<file path="config.mk">
export PLATFORM = sky130hd
export DESIGN_NAME = rtrm_remap
export DESIGN_NICKNAME = d
export VERILOG_FILES = /design/src/hdl/rtrm_pkg.sv /design/src/hdl/rtrm_remap.sv /design/src/hdl/rtrm_match.sv
export VERILOG_INCLUDE_DIRS = /design/src /design/src/hdl
export SDC_FILE = /design/constraint.sdc
export NUM_CORES = 1
export LEC_CHECK = 0
export ABC_AREA = 0
export BUFFER_PORTS_ARGS = -buffer_cell sky130_fd_sc_hd__buf_4
export CELL_PAD_IN_SITES_DETAIL_PLACEMENT = 0
export CELL_PAD_IN_SITES_GLOBAL_PLACEMENT = 1
export CORE_MARGIN = 2
export CORE_UTILIZATION = 45
export CTS_CLUSTER_SIZE = 20
export DETAILED_ROUTE_END_ITERATION = 10
export PLACE_DENSITY = 0.8
export SLEW_MARGIN = 10
export SYNTH_ARGS = -nofsm -noshare
export SYNTH_HDL_FRONTEND = slang
export SYNTH_SLANG_ARGS = --single-unit
</file>
<file path="constraint.sdc">
create_clock -name clk_sys -period 1.87 [get_ports clk_sys]
set_input_delay 0.0935 -clock clk_sys [delete_from_list [all_inputs] [get_ports clk_sys]]
set_output_delay 0.0935 -clock clk_sys [all_outputs]
set_load 0.03 [all_outputs]
</file>
<file path="src/hdl/rtrm_defines.svh">
// Offsets, field positions and reset values of the remote target remap block
// Function
// - Every receive port has its own copy of each target address register, and the port-select register picks which copy a register access reaches.
// - Offset 0x60 holds the 7-bit physical address of remote target 3 in bits 7:1, readable and writable.
// - Offset 0x61 holds the 7-bit physical address of remote target 4 in bits 7:1, readable and writable.
// - Offset 0x62 holds the 7-bit physical address of remote target 5 in bits 7:1, readable and writable.
// - A transaction addressed to a target's alias is forwarded with the target's stored physical address instead.
// - Incoming addresses are compared against the 7-bit alias in bits 7:1, and an alias of zero disables that target.
// - With a target's auto-acknowledge bit set, every write to it is acknowledged whatever the lock or remote acknowledge.
`ifndef RTRM_DEFINES_SVH
`define RTRM_DEFINES_SVH

`define RTRM_OFS_PORT_SEL  8'h4c
`define RTRM_OFS_TGT3_PHYS 8'h60
`define RTRM_OFS_TGT4_PHYS 8'h61
`define RTRM_OFS_TGT5_PHYS 8'h62
`define RTRM_ADDR_MSB      7
`define RTRM_ADDR_LSB      1
`define RTRM_RESV_BIT      0
`define RTRM_PHYS_RESET    7'h00
`define RTRM_ALIAS_OFF     7'h00
`define RTRM_NUM_TGT       3

`endif

</file>
<file path="src/hdl/rtrm_pkg.sv">
// Types shared by the remote target remap block
`default_nettype none
package rtrm_pkg;
    typedef logic [6:0] rtrm_addr7_t;
    typedef enum logic [1:0] {RTRM_IDLE, RTRM_FWD, RTRM_PASS} rtrm_state_t;
endpackage
`default_nettype wire

</file>
<file path="src/hdl/rtrm_remap.sv">
// Remote target physical address registers and alias remap
`timescale 1ns/1ps
`default_nettype none
`include "rtrm_defines.svh"
module rtrm_remap
    import rtrm_pkg::*;
#(
    parameter int NUM_PORTS = 4
)
(
    input  wire logic        clk_sys,    // System clock, 100 MHz
    input  wire logic        rst,        // Synchronous reset, high
    input  wire logic [7:0]  reg_addr,   // Register offset
    input  wire logic        reg_wr,     // Write strobe
    input  wire logic        reg_rd,     // Read strobe
    input  wire logic [7:0]  reg_wdata,  // Write data
    output logic      [7:0]  reg_rdata,  // Read data, registered
    output logic             reg_hit,    // Offset belongs to block
    input  wire logic [NUM_PORTS-1:0] port_sel, // Port-select bits
    input  wire logic [1:0]  port_idx,   // Port of this transaction
    input  wire logic        txn_valid,  // Address phase pulse
    input  wire logic [6:0]  txn_addr,   // Incoming 7-bit address
    input  wire logic        txn_write,  // Transaction is a write
    input  wire logic [20:0] alias_cfg,  // Aliases of targets 3..5
    input  wire logic [2:0]  auto_ack,   // Auto-ack of targets 3..5
    output logic             fwd_valid,  // Forward request, one cycle
    output logic      [6:0]  fwd_addr,   // Remapped address
    output logic             fwd_match,  // An alias matched
    output logic             fwd_ack     // Local acknowledge
);

    ////////////////////////////////////////////////////////////////////////
    // Storage: one copy per port and target
    rtrm_addr7_t phys_reg  [NUM_PORTS][`RTRM_NUM_TGT];
    rtrm_addr7_t phys_next [NUM_PORTS][`RTRM_NUM_TGT];
    logic [7:0] rdata_reg, rdata_next;
    logic       fv_reg, fv_next, fm_reg, fm_next, fa_reg, fa_next;
    logic [6:0] fa7_reg, fa7_next;
    logic [1:0] tsel;
    logic       tsel_ok;
    logic [2:0] hits;

    // Decode register offset to target index
    always_comb
    begin
        tsel    = 2'd0;
        tsel_ok = 1'b1;
        if (reg_addr == `RTRM_OFS_TGT3_PHYS)
            tsel = 2'd0;
        else if (reg_addr == `RTRM_OFS_TGT4_PHYS)
            tsel = 2'd1;
        else if (reg_addr == `RTRM_OFS_TGT5_PHYS)
            tsel = 2'd2;
        else
            tsel_ok = 1'b0;
    end
    assign reg_hit = tsel_ok;

    // Writes reach every selected port; reads come from the lowest one
    always_comb
    begin
        phys_next  = phys_reg;
        rdata_next = 8'h00;
        for (int p = 0; p < NUM_PORTS; p++)
        begin
            if (reg_wr && tsel_ok && port_sel[p])
                phys_next[p][tsel] = reg_wdata[`RTRM_ADDR_MSB:`RTRM_ADDR_LSB];
        end
        if (reg_rd && tsel_ok)
        begin
            for (int p = NUM_PORTS - 1; p >= 0; p--)
            begin
                if (port_sel[p])
                    rdata_next = {phys_reg[p][tsel], 1'b0};
            end
        end
    end

    ////////////////////////////////////////////////////////////////////////
    // Alias comparators, one per target
    genvar g;
    generate
        for (g = 0; g < `RTRM_NUM_TGT; g++)
        begin : g_match
            rtrm_match u_match
            (
                .in_addr    (txn_addr),
                .alias_addr (alias_cfg[g*7 +: 7]),
                .hit        (hits[g])
            );
        end
    endgenerate

    // Remap: first matching target wins, untouched address otherwise
    // Two equal aliases are a setup fault; walking down from the top
    // target only makes the choice repeatable, the lowest one wins
    always_comb
    begin
        fv_next  = txn_valid;
        fm_next  = 1'b0;
        fa_next  = 1'b0;
        fa7_next = txn_addr;
        for (int t = `RTRM_NUM_TGT - 1; t >= 0; t--)
        begin
            if (hits[t])
            begin
                fm_next  = 1'b1;
                fa7_next = phys_reg[port_idx][t];
                fa_next  = txn_write && auto_ack[t];
            end
        end
        if (!txn_valid)
        begin
            fm_next = 1'b0;
            fa_next = 1'b0;
        end
    end

    // Register every state group
    always_ff @(posedge clk_sys)
    begin
        if (rst)
        begin
            for (int p = 0; p < NUM_PORTS; p++)
                for (int t = 0; t < `RTRM_NUM_TGT; t++)
                    phys_reg[p][t] <= `RTRM_PHYS_RESET;
            rdata_reg <= 8'h00;
            fv_reg    <= 1'b0;
            fm_reg    <= 1'b0;
            fa_reg    <= 1'b0;
            fa7_reg   <= 7'h00;
        end
        else
        begin
            phys_reg  <= phys_next;
            rdata_reg <= rdata_next;
            fv_reg    <= fv_next;
            fm_reg    <= fm_next;
            fa_reg    <= fa_next;
            fa7_reg   <= fa7_next;
        end
    end

    assign reg_rdata = rdata_reg;
    assign fwd_valid = fv_reg;
    assign fwd_match = fm_reg;
    assign fwd_ack   = fa_reg;
    assign fwd_addr  = fa7_reg;
endmodule
`default_nettype wire

</file>
<file path="src/hdl/rtrm_match.sv">
// Alias comparator for one remote target
`timescale 1ns/1ps
`default_nettype none
`include "rtrm_defines.svh"
module rtrm_match
    import rtrm_pkg::*;
(
    input  wire rtrm_addr7_t in_addr,     // Incoming 7-bit address
    input  wire rtrm_addr7_t alias_addr,  // Alias of the target
    output logic             hit          // Alias matches and is enabled
);
    // Zero alias means the target is switched off
    assign hit = (alias_addr != `RTRM_ALIAS_OFF)
               && (in_addr == alias_addr);
endmodule
`default_nettype wire

</file>
== Word level (Yosys, flattened, before mapping) ==
Cells that the tools add are included.
Storage, ports and cells
  bits in writable memories: 0
  memories kept: 0
  output and inout bits: 19
  memory bits (read-only): 0
  latch bits: 0
  flip-flop bits (word level): 102
  logic and storage cells: 90
Cells by class
  reductions and logical operators: 19
  equality and inequality tests: 6
  multiply operators: 0
  shift operators: 0
  div/mod/pow operators: 0
  bitwise gates (word level): 4
  multiplexer cells: 40
  add/subtract/negate cells: 0
  $lt $le $gt $ge: 3
Operators by type and width (count)
  $bwmux W21: 4
  $mux W7: 12
  $bmux W7 S2: 4
  $bmux W21 S2: 1
  $mux W21: 2
  $mux W8: 4
  $eq A8 B7 Y1 const B: 3
  $eq A7 B7 Y1: 3
  $reduce_bool A7 Y1: 3
  $demux W7 S2: 1
  $logic_and A1 B1 Y1: 13
  $mux W1: 9
  $ge A3 B3 Y1 const B: 2
  $mux W2: 3
  $not A2 Y3: 2
  $reduce_or A5 Y1: 1
  $reduce_or A2 Y1: 2
  $lt A3 B1 Y1 const B: 1
  $not A1 Y1: 2

== Longest topological paths before layout ==
Gate-level depths: netlist of run 1.
  depth after elaboration: 12
  mapped depth: 8
  mapped depth without buffers: 6

== Cells and area by module ==
Synthesis of run 1 repeated with hierarchy kept, for this count alone.
Unflattened totals
  cells, all modules: 661
  area total of the unflattened synthesis: 5645.4 µm²
Modules (own cells, without submodules)
  rtrm_remap: area an instance 5356.4 µm², instances 1, cells each 625, seq. area each 2021.9 µm²
  rtrm_match: area an instance 96.3 µm², instances 3, cells each 12, seq. area each 0.0 µm²

== Least setup slack after synthesis of run 1 ==
Ideal clock, no wire load.
  path kind: input port to flip-flop
  from: in alias_cfg[9]
  to: reg fa7_reg[5] (netlist: fwd_addr[5])
  setup time: 79 ps
  arrival: 1447 ps
  setup slack: 344 ps
  cell stages on the path: 6
  required time: 1791 ps
  cells stage by stage: or4_4 > nor4_4 > nor3_2 > or3_1 > buf_6 > o221ai_2
On the way
  longest elaborated chain between the ends: 4
  elaborated cells between the ends (all ways): 5
  classes of those cells: eq/ne (1); mux (2); reduce/logical (2)
RTL lines
  start: declaration: line rtrm_remap.sv:24  | input wire logic [20:0] alias_cfg,
  $eq A7 B7 Y1 or $reduce_bool A7 Y1 (tied branches)
  $logic_and A1 B1 Y1 *: line rtrm_match.sv:13  | assign hit = (alias_addr != `RTRM_ALIAS_OFF)
  $mux W7 * (2 in series): line rtrm_remap.sv:105  | if (hits[t])
  end signal: assignment: line rtrm_remap.sv:140  | fa7_reg <= fa7_next;
  end: declaration: line rtrm_remap.sv:38  | logic [6:0] fa7_reg, fa7_next;
Mark *: on every way between the ends. The rest lies on a longest branch, timed or not.
A chain may end at the register's enable or synchronous reset.

== Worst setup path after layout of run 1 ==
  from: in reg_addr[3]
  to: out reg_hit
On the way
  longest elaborated chain between the ends: 4
  elaborated cells between the ends (all ways): 6
  classes of those cells: eq/ne (3); mux (3)
RTL lines
  start: declaration: line rtrm_remap.sv:13  | input wire logic [7:0] reg_addr,
  $eq A8 B7 Y1 (no line)
  $mux W1: line rtrm_remap.sv:52  | else if (reg_addr == `RTRM_OFS_TGT5_PHYS)
  $mux W1: line rtrm_remap.sv:50  | else if (reg_addr == `RTRM_OFS_TGT4_PHYS)
  $mux W1 *: line rtrm_remap.sv:48  | if (reg_addr == `RTRM_OFS_TGT3_PHYS)
  end: declaration: line rtrm_remap.sv:18  | output logic reg_hit,
Marked as above.

==> results.md, run 1 <==
- Outcome: complete, no violations
- Largest net degree at the start of global routing: 85
- Pre-CTS setup slack: -0.0530 ns
- Comb pwr share: 11.4%
- Final core occ: 54.5%
- Crit path launch: reg_addr[3]
- Top-area cell type share of the netlist area: 35.2%
- Routed wire per std cell: 20.4 um
- Worst setup endpoint: reg_hit
- Initial antenna violation count: 1
- Mapped cell area: 5740 um^2
- Post-DP HPWL: 12,400 um
- Rows: 41
- Final hold slack: 0.0151 ns
- Layout net count: 702
- RR Endpoint: reg_rdata[3]
- Share of flip-flops with an asynchronous set or reset: 0%
- Clock power share: 42.4%
- Internal cell power: 3.57 mW
- Post-synthesis sequential area ratio: 35.2%
- Worst vdd rail ir drop: 334 uV
- Post-synth top flop: dfxtp_1
- Yosys reg bits: 101
- Root Driver: clkbuf_16
- CP max FO: 11
- Number of synthesized flops with an enable pin: 0
- Clock buffer count from CTS: 9
- Worst setup margin: 0.215 ns
- Worst hold path class: input port to register
- Overflow after GRT: 0
- Period utilization: 88.5%
- Post_cts resized: 0
- GRT Util Overall: 25.3%
- CTS tree: built
- Layout area overhead: 19.0%
- Setup_tns: 0 ns
- Die width: 117 um
- R2R depth: 5
- Total Routed Length: 16,700 um
- Hold Violations, Final: 0
- Clock transition at the registers of the reported paths: 0.07 ns
- Max FFs per register: 84
- Non-Filler Instances: 820
- Worst R2R Start: phys_reg[23]
- PD cells: 686 nW/um^2
- Initial DRT Pass Iterations: 5
- CP required: 1.78 ns
- Slew @ Worst Pin: 0.544 ns
- Top-count cell post-synth: dfxtp_1
- I/O pins: 78
- Via-per-instance ratio: 5.94
- Antenna Violating Nets Remaining: 0
- Layout cells sized above 1: 25.3%
- Static leakage: 3.15 nW
- Reg2reg setup slack: 0.36 ns
- Vias in the first global route: 4,768
- Die H: 117 um
- Number of H-tree levels: 3
- Synth top area cells: dfxtp_1, mux2i_1, mux4_2
- RSZ-0062 raised after global routing: false
- Crit Path Class: input port to primary output
- Critical path data arrival time: 1.56 ns
- Psw: 1.12 mW
- Final setup viols: 0
- First-pass GRT wire length: 26,300 um
- Sw frac: 23.8%
- CP Capture Type: primary output
- Setup crit start kind: input port
- Worst skew pair latency: 0.35 ns
- IO Port Bufs: 75
- Cell taking the most area after synthesis: dfxtp_1
- Via count: 4,873
- Drt first-iter violations: 469
- Clk_skew: 0.00768 ns
- Clock sink count: 101
- Starting Density: 45.8%
- Die area: 13,700 um^2
- Max Transition Viols Final: 0
- Synth top cells by count: dfxtp_1, nor2_1, mux2i_1
- Antenna diode count: 0
- Part of the power in registers: 46.2%
- Net count after synthesis: 640
- Dpl cells: 803
- Placer congestion estimate: 0.904
- Yosys warnings: 0
- Avg Cell Area, Syn: 9.87 um^2
- Achievable frequency: 604 MHz
- Tmin final: 1.66 ns
- Clk buf depth: 2
- Max Cap Violations: 0
- Core area: 12,500 um^2
- Rel. slew slack: 63.5%
- DR DRC count: 0
- Distinct cells, synth: 55
- Cells after synthesis: 581
==> final cells by class <==
cell class	count	area (um^2)
Sequential cell	101	2020
Inverter	8	30.0
Clock inverter	2	38.8
Multi-Input combinational cell	426	3470
Fill cell	1135	5690
Tap cell	172	215
Clock buffer	14	284
Timing Repair Buffer	97	768
==> cells by family (layout without fill, tap and decap cells) <==
kind of cell	Yosys count	count (layout)	share of synthesized area, %
mux	120	120	25.5
flops	101	101	35.2
xor+xnor	19	19	2.90
simple gates	185	185	17.9
buf+inv	54	121	4.32
compound gates	101	101	14.0
other cells	1	1	0.0654
==> critical path, stage by stage <==
cell and delay [ns]:
buf_4 0.11, nor4b_2 0.29, buf_4 0.16, nand2_1 0.27, buf_4 0.28, a21oi_1 0.16
buf_4 0.19
==> through the flow <==
stage | power, mW | instance area, um^2
6_report | 4.69 | 6830
5_1_grt | 4.85 | 6830
4_1_cts | 4.72 | 6830
3_5_place_dp | 2.74 | 6490
3_3_place_gp | 2.73 | 6490
2_1_floorplan | 2.53 | 5740
==> routing by layer <==
layer	up-vias	share of wire (%)	global-route usage, %
li1	2260	-	-
met1	2373	46	35.4
met2	211	44	38.8
met3	27	7.9	4.99
met4	2	2.0	9.73
met5	-	0.072	0
==> worst min-delay path by stage <==
stage / from / endpoint / cells past startpoint
floorplan: txn_write / fwd_ack / 2
global placement: txn_write / fwd_ack / 3
detailed placement: txn_write / fwd_ack / 3
CTS: auto_ack[1] / fwd_ack / 3
global route: rst / fwd_valid / 2
finish: auto_ack[1] / fwd_ack / 3
==> layout by cell type, fill, tap and decap left out, drive strengths merged, types with 2 or more instances in the layout <==
| cell type | Yosys | routed |
|---|---|---|
| o221ai | 11 | 11 |
| dfxtp | 101 | 101 |
| nand2b | 13 | 13 |
| nor2b | 8 | 8 |
| xnor2 | 15 | 15 |
| nand3 | 10 | 10 |
| a221o | 3 | 3 |
| o21a | 4 | 4 |
| o32ai | 4 | 4 |
| o221a | 4 | 4 |
| inv | 8 | 8 |
| mux2i | 99 | 99 |
| a22oi | 7 | 7 |
| nor4 | 6 | 6 |
| nor2 | 101 | 101 |
| o21ai | 15 | 15 |
| buf | 18 | 96 |
| o22ai | 4 | 4 |
| o211ai | 4 | 4 |
| nand2 | 18 | 18 |
| a21oi | 19 | 19 |
| nor3 | 5 | 5 |
| a221oi | 4 | 4 |
| mux4 | 21 | 21 |
| a311oi | 4 | 4 |
| a21o | 4 | 4 |
| a22o | 9 | 9 |
| xor2 | 4 | 4 |
| clkbuf | 28 | 14 |
| nand4 | 15 | 15 |
| a211o | 2 | 2 |
==> power groups by stage <==
stage	sequential (mW)	clock (mW)	combinational (mW)
CTS	2.17	2.02	0.533
global placement	2.21	0	0.519
finish	2.17	1.99	0.534
detailed placement	2.22	0	0.529
floorplan	2.24	0	0.292
global route	2.16	2.10	0.576
==> repair_timing <==
action / in CTS / in global routing
hold buffers: 1 / 0
endpoints found under the hold margin: 1 / 0
buffers inserted: 0 / 0
Note: power is estimated with default switching activity, not from simulation.
==> run 2, diff against run 1 <==
--- a/config.mk
+++ b/config.mk
@@ -11,11 +11,12 @@
 export CELL_PAD_IN_SITES_DETAIL_PLACEMENT = 0
 export CELL_PAD_IN_SITES_GLOBAL_PLACEMENT = 1
 export CORE_MARGIN = 2
-export CORE_UTILIZATION = 45
+export CORE_UTILIZATION = 44
 export CTS_CLUSTER_SIZE = 20
 export DETAILED_ROUTE_END_ITERATION = 10
-export PLACE_DENSITY = 0.8
+export PLACE_DENSITY = 0.81
 export SLEW_MARGIN = 10
 export SYNTH_ARGS = -nofsm -noshare
 export SYNTH_HDL_FRONTEND = slang
+export SYNTH_HIERARCHICAL = 1
 export SYNTH_SLANG_ARGS = --single-unit
==> results.md, run 2 <==
- Outcome: complete, no violations
- Vias in the first global route: 5,115
- CP max FO: 3
- Die area: 13,800 um^2
- Synth top area cells: dfxtp_1, nand2_1, mux4_2
- Clock transition at the registers of the reported paths: 0.08 ns
- Share of flip-flops with an asynchronous set or reset: 0%
- Clk buf depth: 2
- Wire length on met3: 1610 um
- Antenna Violating Nets Remaining: 0
- Hold path startpoint: txn_valid
- Max Cap Violations: 0
- Overflow after GRT: 0
- CP required: 2.09 ns
- R2R depth: 5
- Avg Cell Area, Syn: 8.54 um^2
- Rows: 41
- Dpl cells: 872
- Placer congestion estimate: 0.987
- Synth top cells by count: nand2_1, dfxtp_1, a21oi_1
- Uppermost layer routed: met4
- Reg2reg setup slack: 0.20 ns
- Clock buffer count from CTS: 9
- # Post-CTS Setup Buffers: 0
- Post-synthesis sequential area ratio: 35.8%
- Setup crit start kind: register
- RR Endpoint: reg_rdata[4]
- Number of synthesized flops with an enable pin: 0
- Largest net degree at the start of global routing: 85
- Drt first-iter violations: 371
- Yosys warnings: 6
- Starting Density: 44.9%
- Distinct cells, synth: 59
- Yosys reg bits: 101
- Critical path data arrival time: 1.89 ns
- Worst skew pair latency: 0.35 ns
- Clock sink count: 101
- CTS tree: built
- Crit Path Class: register to register
- Worst setup margin: 0.196 ns
- Multi-input logic area: 3320 um^2
- Achievable frequency: 597 MHz
- Layout net count: 772
- Die H: 117 um
- Initial DRT Pass Iterations: 5
- Number of H-tree levels: 3
- Clk_skew: 0.00794 ns
- WL met2: 8870 um
- PD cells: 678 nW/um^2
- GRT Util Overall: 27.5%
- Register area: 2020 um^2
- Worst hold path class: input port to register
- CP Capture Type: register
- Hold Violations, Final: 0
- Root Driver: clkbuf_16
- Met1 Wirelength: 7560 um
- Net count after synthesis: 720
- Mapped cell area: 5650 um^2
- Static leakage: 2.44 nW
- Core area: 12,600 um^2
- Die width: 117 um
- Top-count cell post-synth: nand2_1
- Top-area cell type share of the netlist area: 35.8%
- IO Port Bufs: 75
- RSZ-0062 raised after global routing: false
- Layout cells sized above 1: 23.8%
- Final setup viols: 0
- Initial antenna violation count: 0
- Total Routed Length: 18,700 um
- Routed wire per std cell: 21.0 um
- Via-per-instance ratio: 6.03
- Commonest cells after routing, fill and taps aside: nand2_1, dfxtp_1, buf_4, a21oi_1, nor2_1
- Post-synth top flop: dfxtp_1
- Period utilization: 89.5%
- Layout area overhead: 17.7%
- Slew @ Worst Pin: 0.871 ns
- Rel. slew slack: 41.9%
- I/O pins: 78
- Via count: 5,366
- Pre-CTS setup slack: -0.200 ns
- Cells after synthesis: 661
- Number of fill cells: 1,179
- Cell taking the most area after synthesis: dfxtp_1
- Most common cell after layout, fill and taps aside: nand2_1
- Max FFs per register: 84
- Worst vdd rail ir drop: 354 uV
- Worst R2R Start: phys_reg[31]
- Post-DP HPWL: 14,200 um
- Antenna diode count: 0
- Max Transition Viols Final: 0
- Non-Filler Instances: 890
- Worst Hold End: fwd_valid
- DR DRC count: 0
- First-pass GRT wire length: 27,900 um
- WHS Path Cells: 2
- Tmin final: 1.67 ns
==> run 2: routing by layer <==
metal,GRT usage [%],vias up
li1,-,2488
met1,34.0,2533
met2,47.4,301
met3,5.25,44
met4,10.3,0
met5,0,-
==> run 2: how the worst max path moves through the flow <==
| stage | startpoint | to | cells past startpoint |
|---|---|---|---|
| 2_1_floorplan | alias_cfg[14] | fwd_addr[5] | 7 |
| 3_3_place_gp | reg_addr[1] | reg_rdata[4] | 7 |
| 3_5_place_dp | reg_addr[1] | reg_rdata[4] | 7 |
| 4_1_cts | phys_reg[31] | reg_rdata[4] | 5 |
| 5_1_grt | phys_reg[31] | reg_rdata[4] | 5 |
| 6_report | phys_reg[31] | reg_rdata[4] | 5 |
==> run 2: layout make-up <==
cell class	instances	area share [%]
tap	172	3.24
clock buffer	10	3.60
multi-input combinational	497	49.9
inverter	6	0.339
clock inverter	6	0.791
sequential	101	30.4
timing repair buffer	98	11.7
==> run 2: critical path, stage by stage (launching register included) <==
cell       delay (ns)
dfxtp_1          0.38
nand2b_1         0.12
o32ai_1          0.08
a2111oi_0        0.43
a311oi_1         0.12
o41ai_2          0.41
==> run 2: cell families after synthesis <==
group | after synthesis | share of synthesized area [%]
AO/OA/AOI/OAI | 159 | 19.1
XOR/XNOR | 18 | 2.79
AND/OR/NAND/NOR | 266 | 22.4
multiplexers | 53 | 14.1
other | 1 | 0.0664
flip-flops | 101 | 35.8
buffers and inverters | 63 | 5.67
==> run 2: per-stage QoR <==
step / hold slack [ns] / util (%) / setup TNS, ns / total power [mW] / cell area, um^2
2_1_floorplan: 0.234 / - / 0 / 2.49 / 5650
3_3_place_gp: 0.324 / 50.3 / -0.181 / 2.69 / 6330
3_5_place_dp: 0.330 / 50.3 / -0.219 / 2.70 / 6330
4_1_cts: 0.0372 / 52.8 / 0 / 4.52 / 6640
5_1_grt: 0.0531 / 52.9 / 0 / 4.65 / 6650
6_report: 0.0459 / 52.9 / 0 / 4.50 / 6650
==> run 2: repair_timing <==
item                                    CTS  global route
hold endpoints to repair                  2             0
gates resized for setup                   0             1
hold buffers                              2             0
endpoints found under the setup margin    0             1
==> run 2: power by group <==
part	total (mW)	internal, mW	switching [mW]
sequential	2.16	2.16	0.00373
combinational	0.496	0.201	0.295
clock	1.84	0.964	0.881
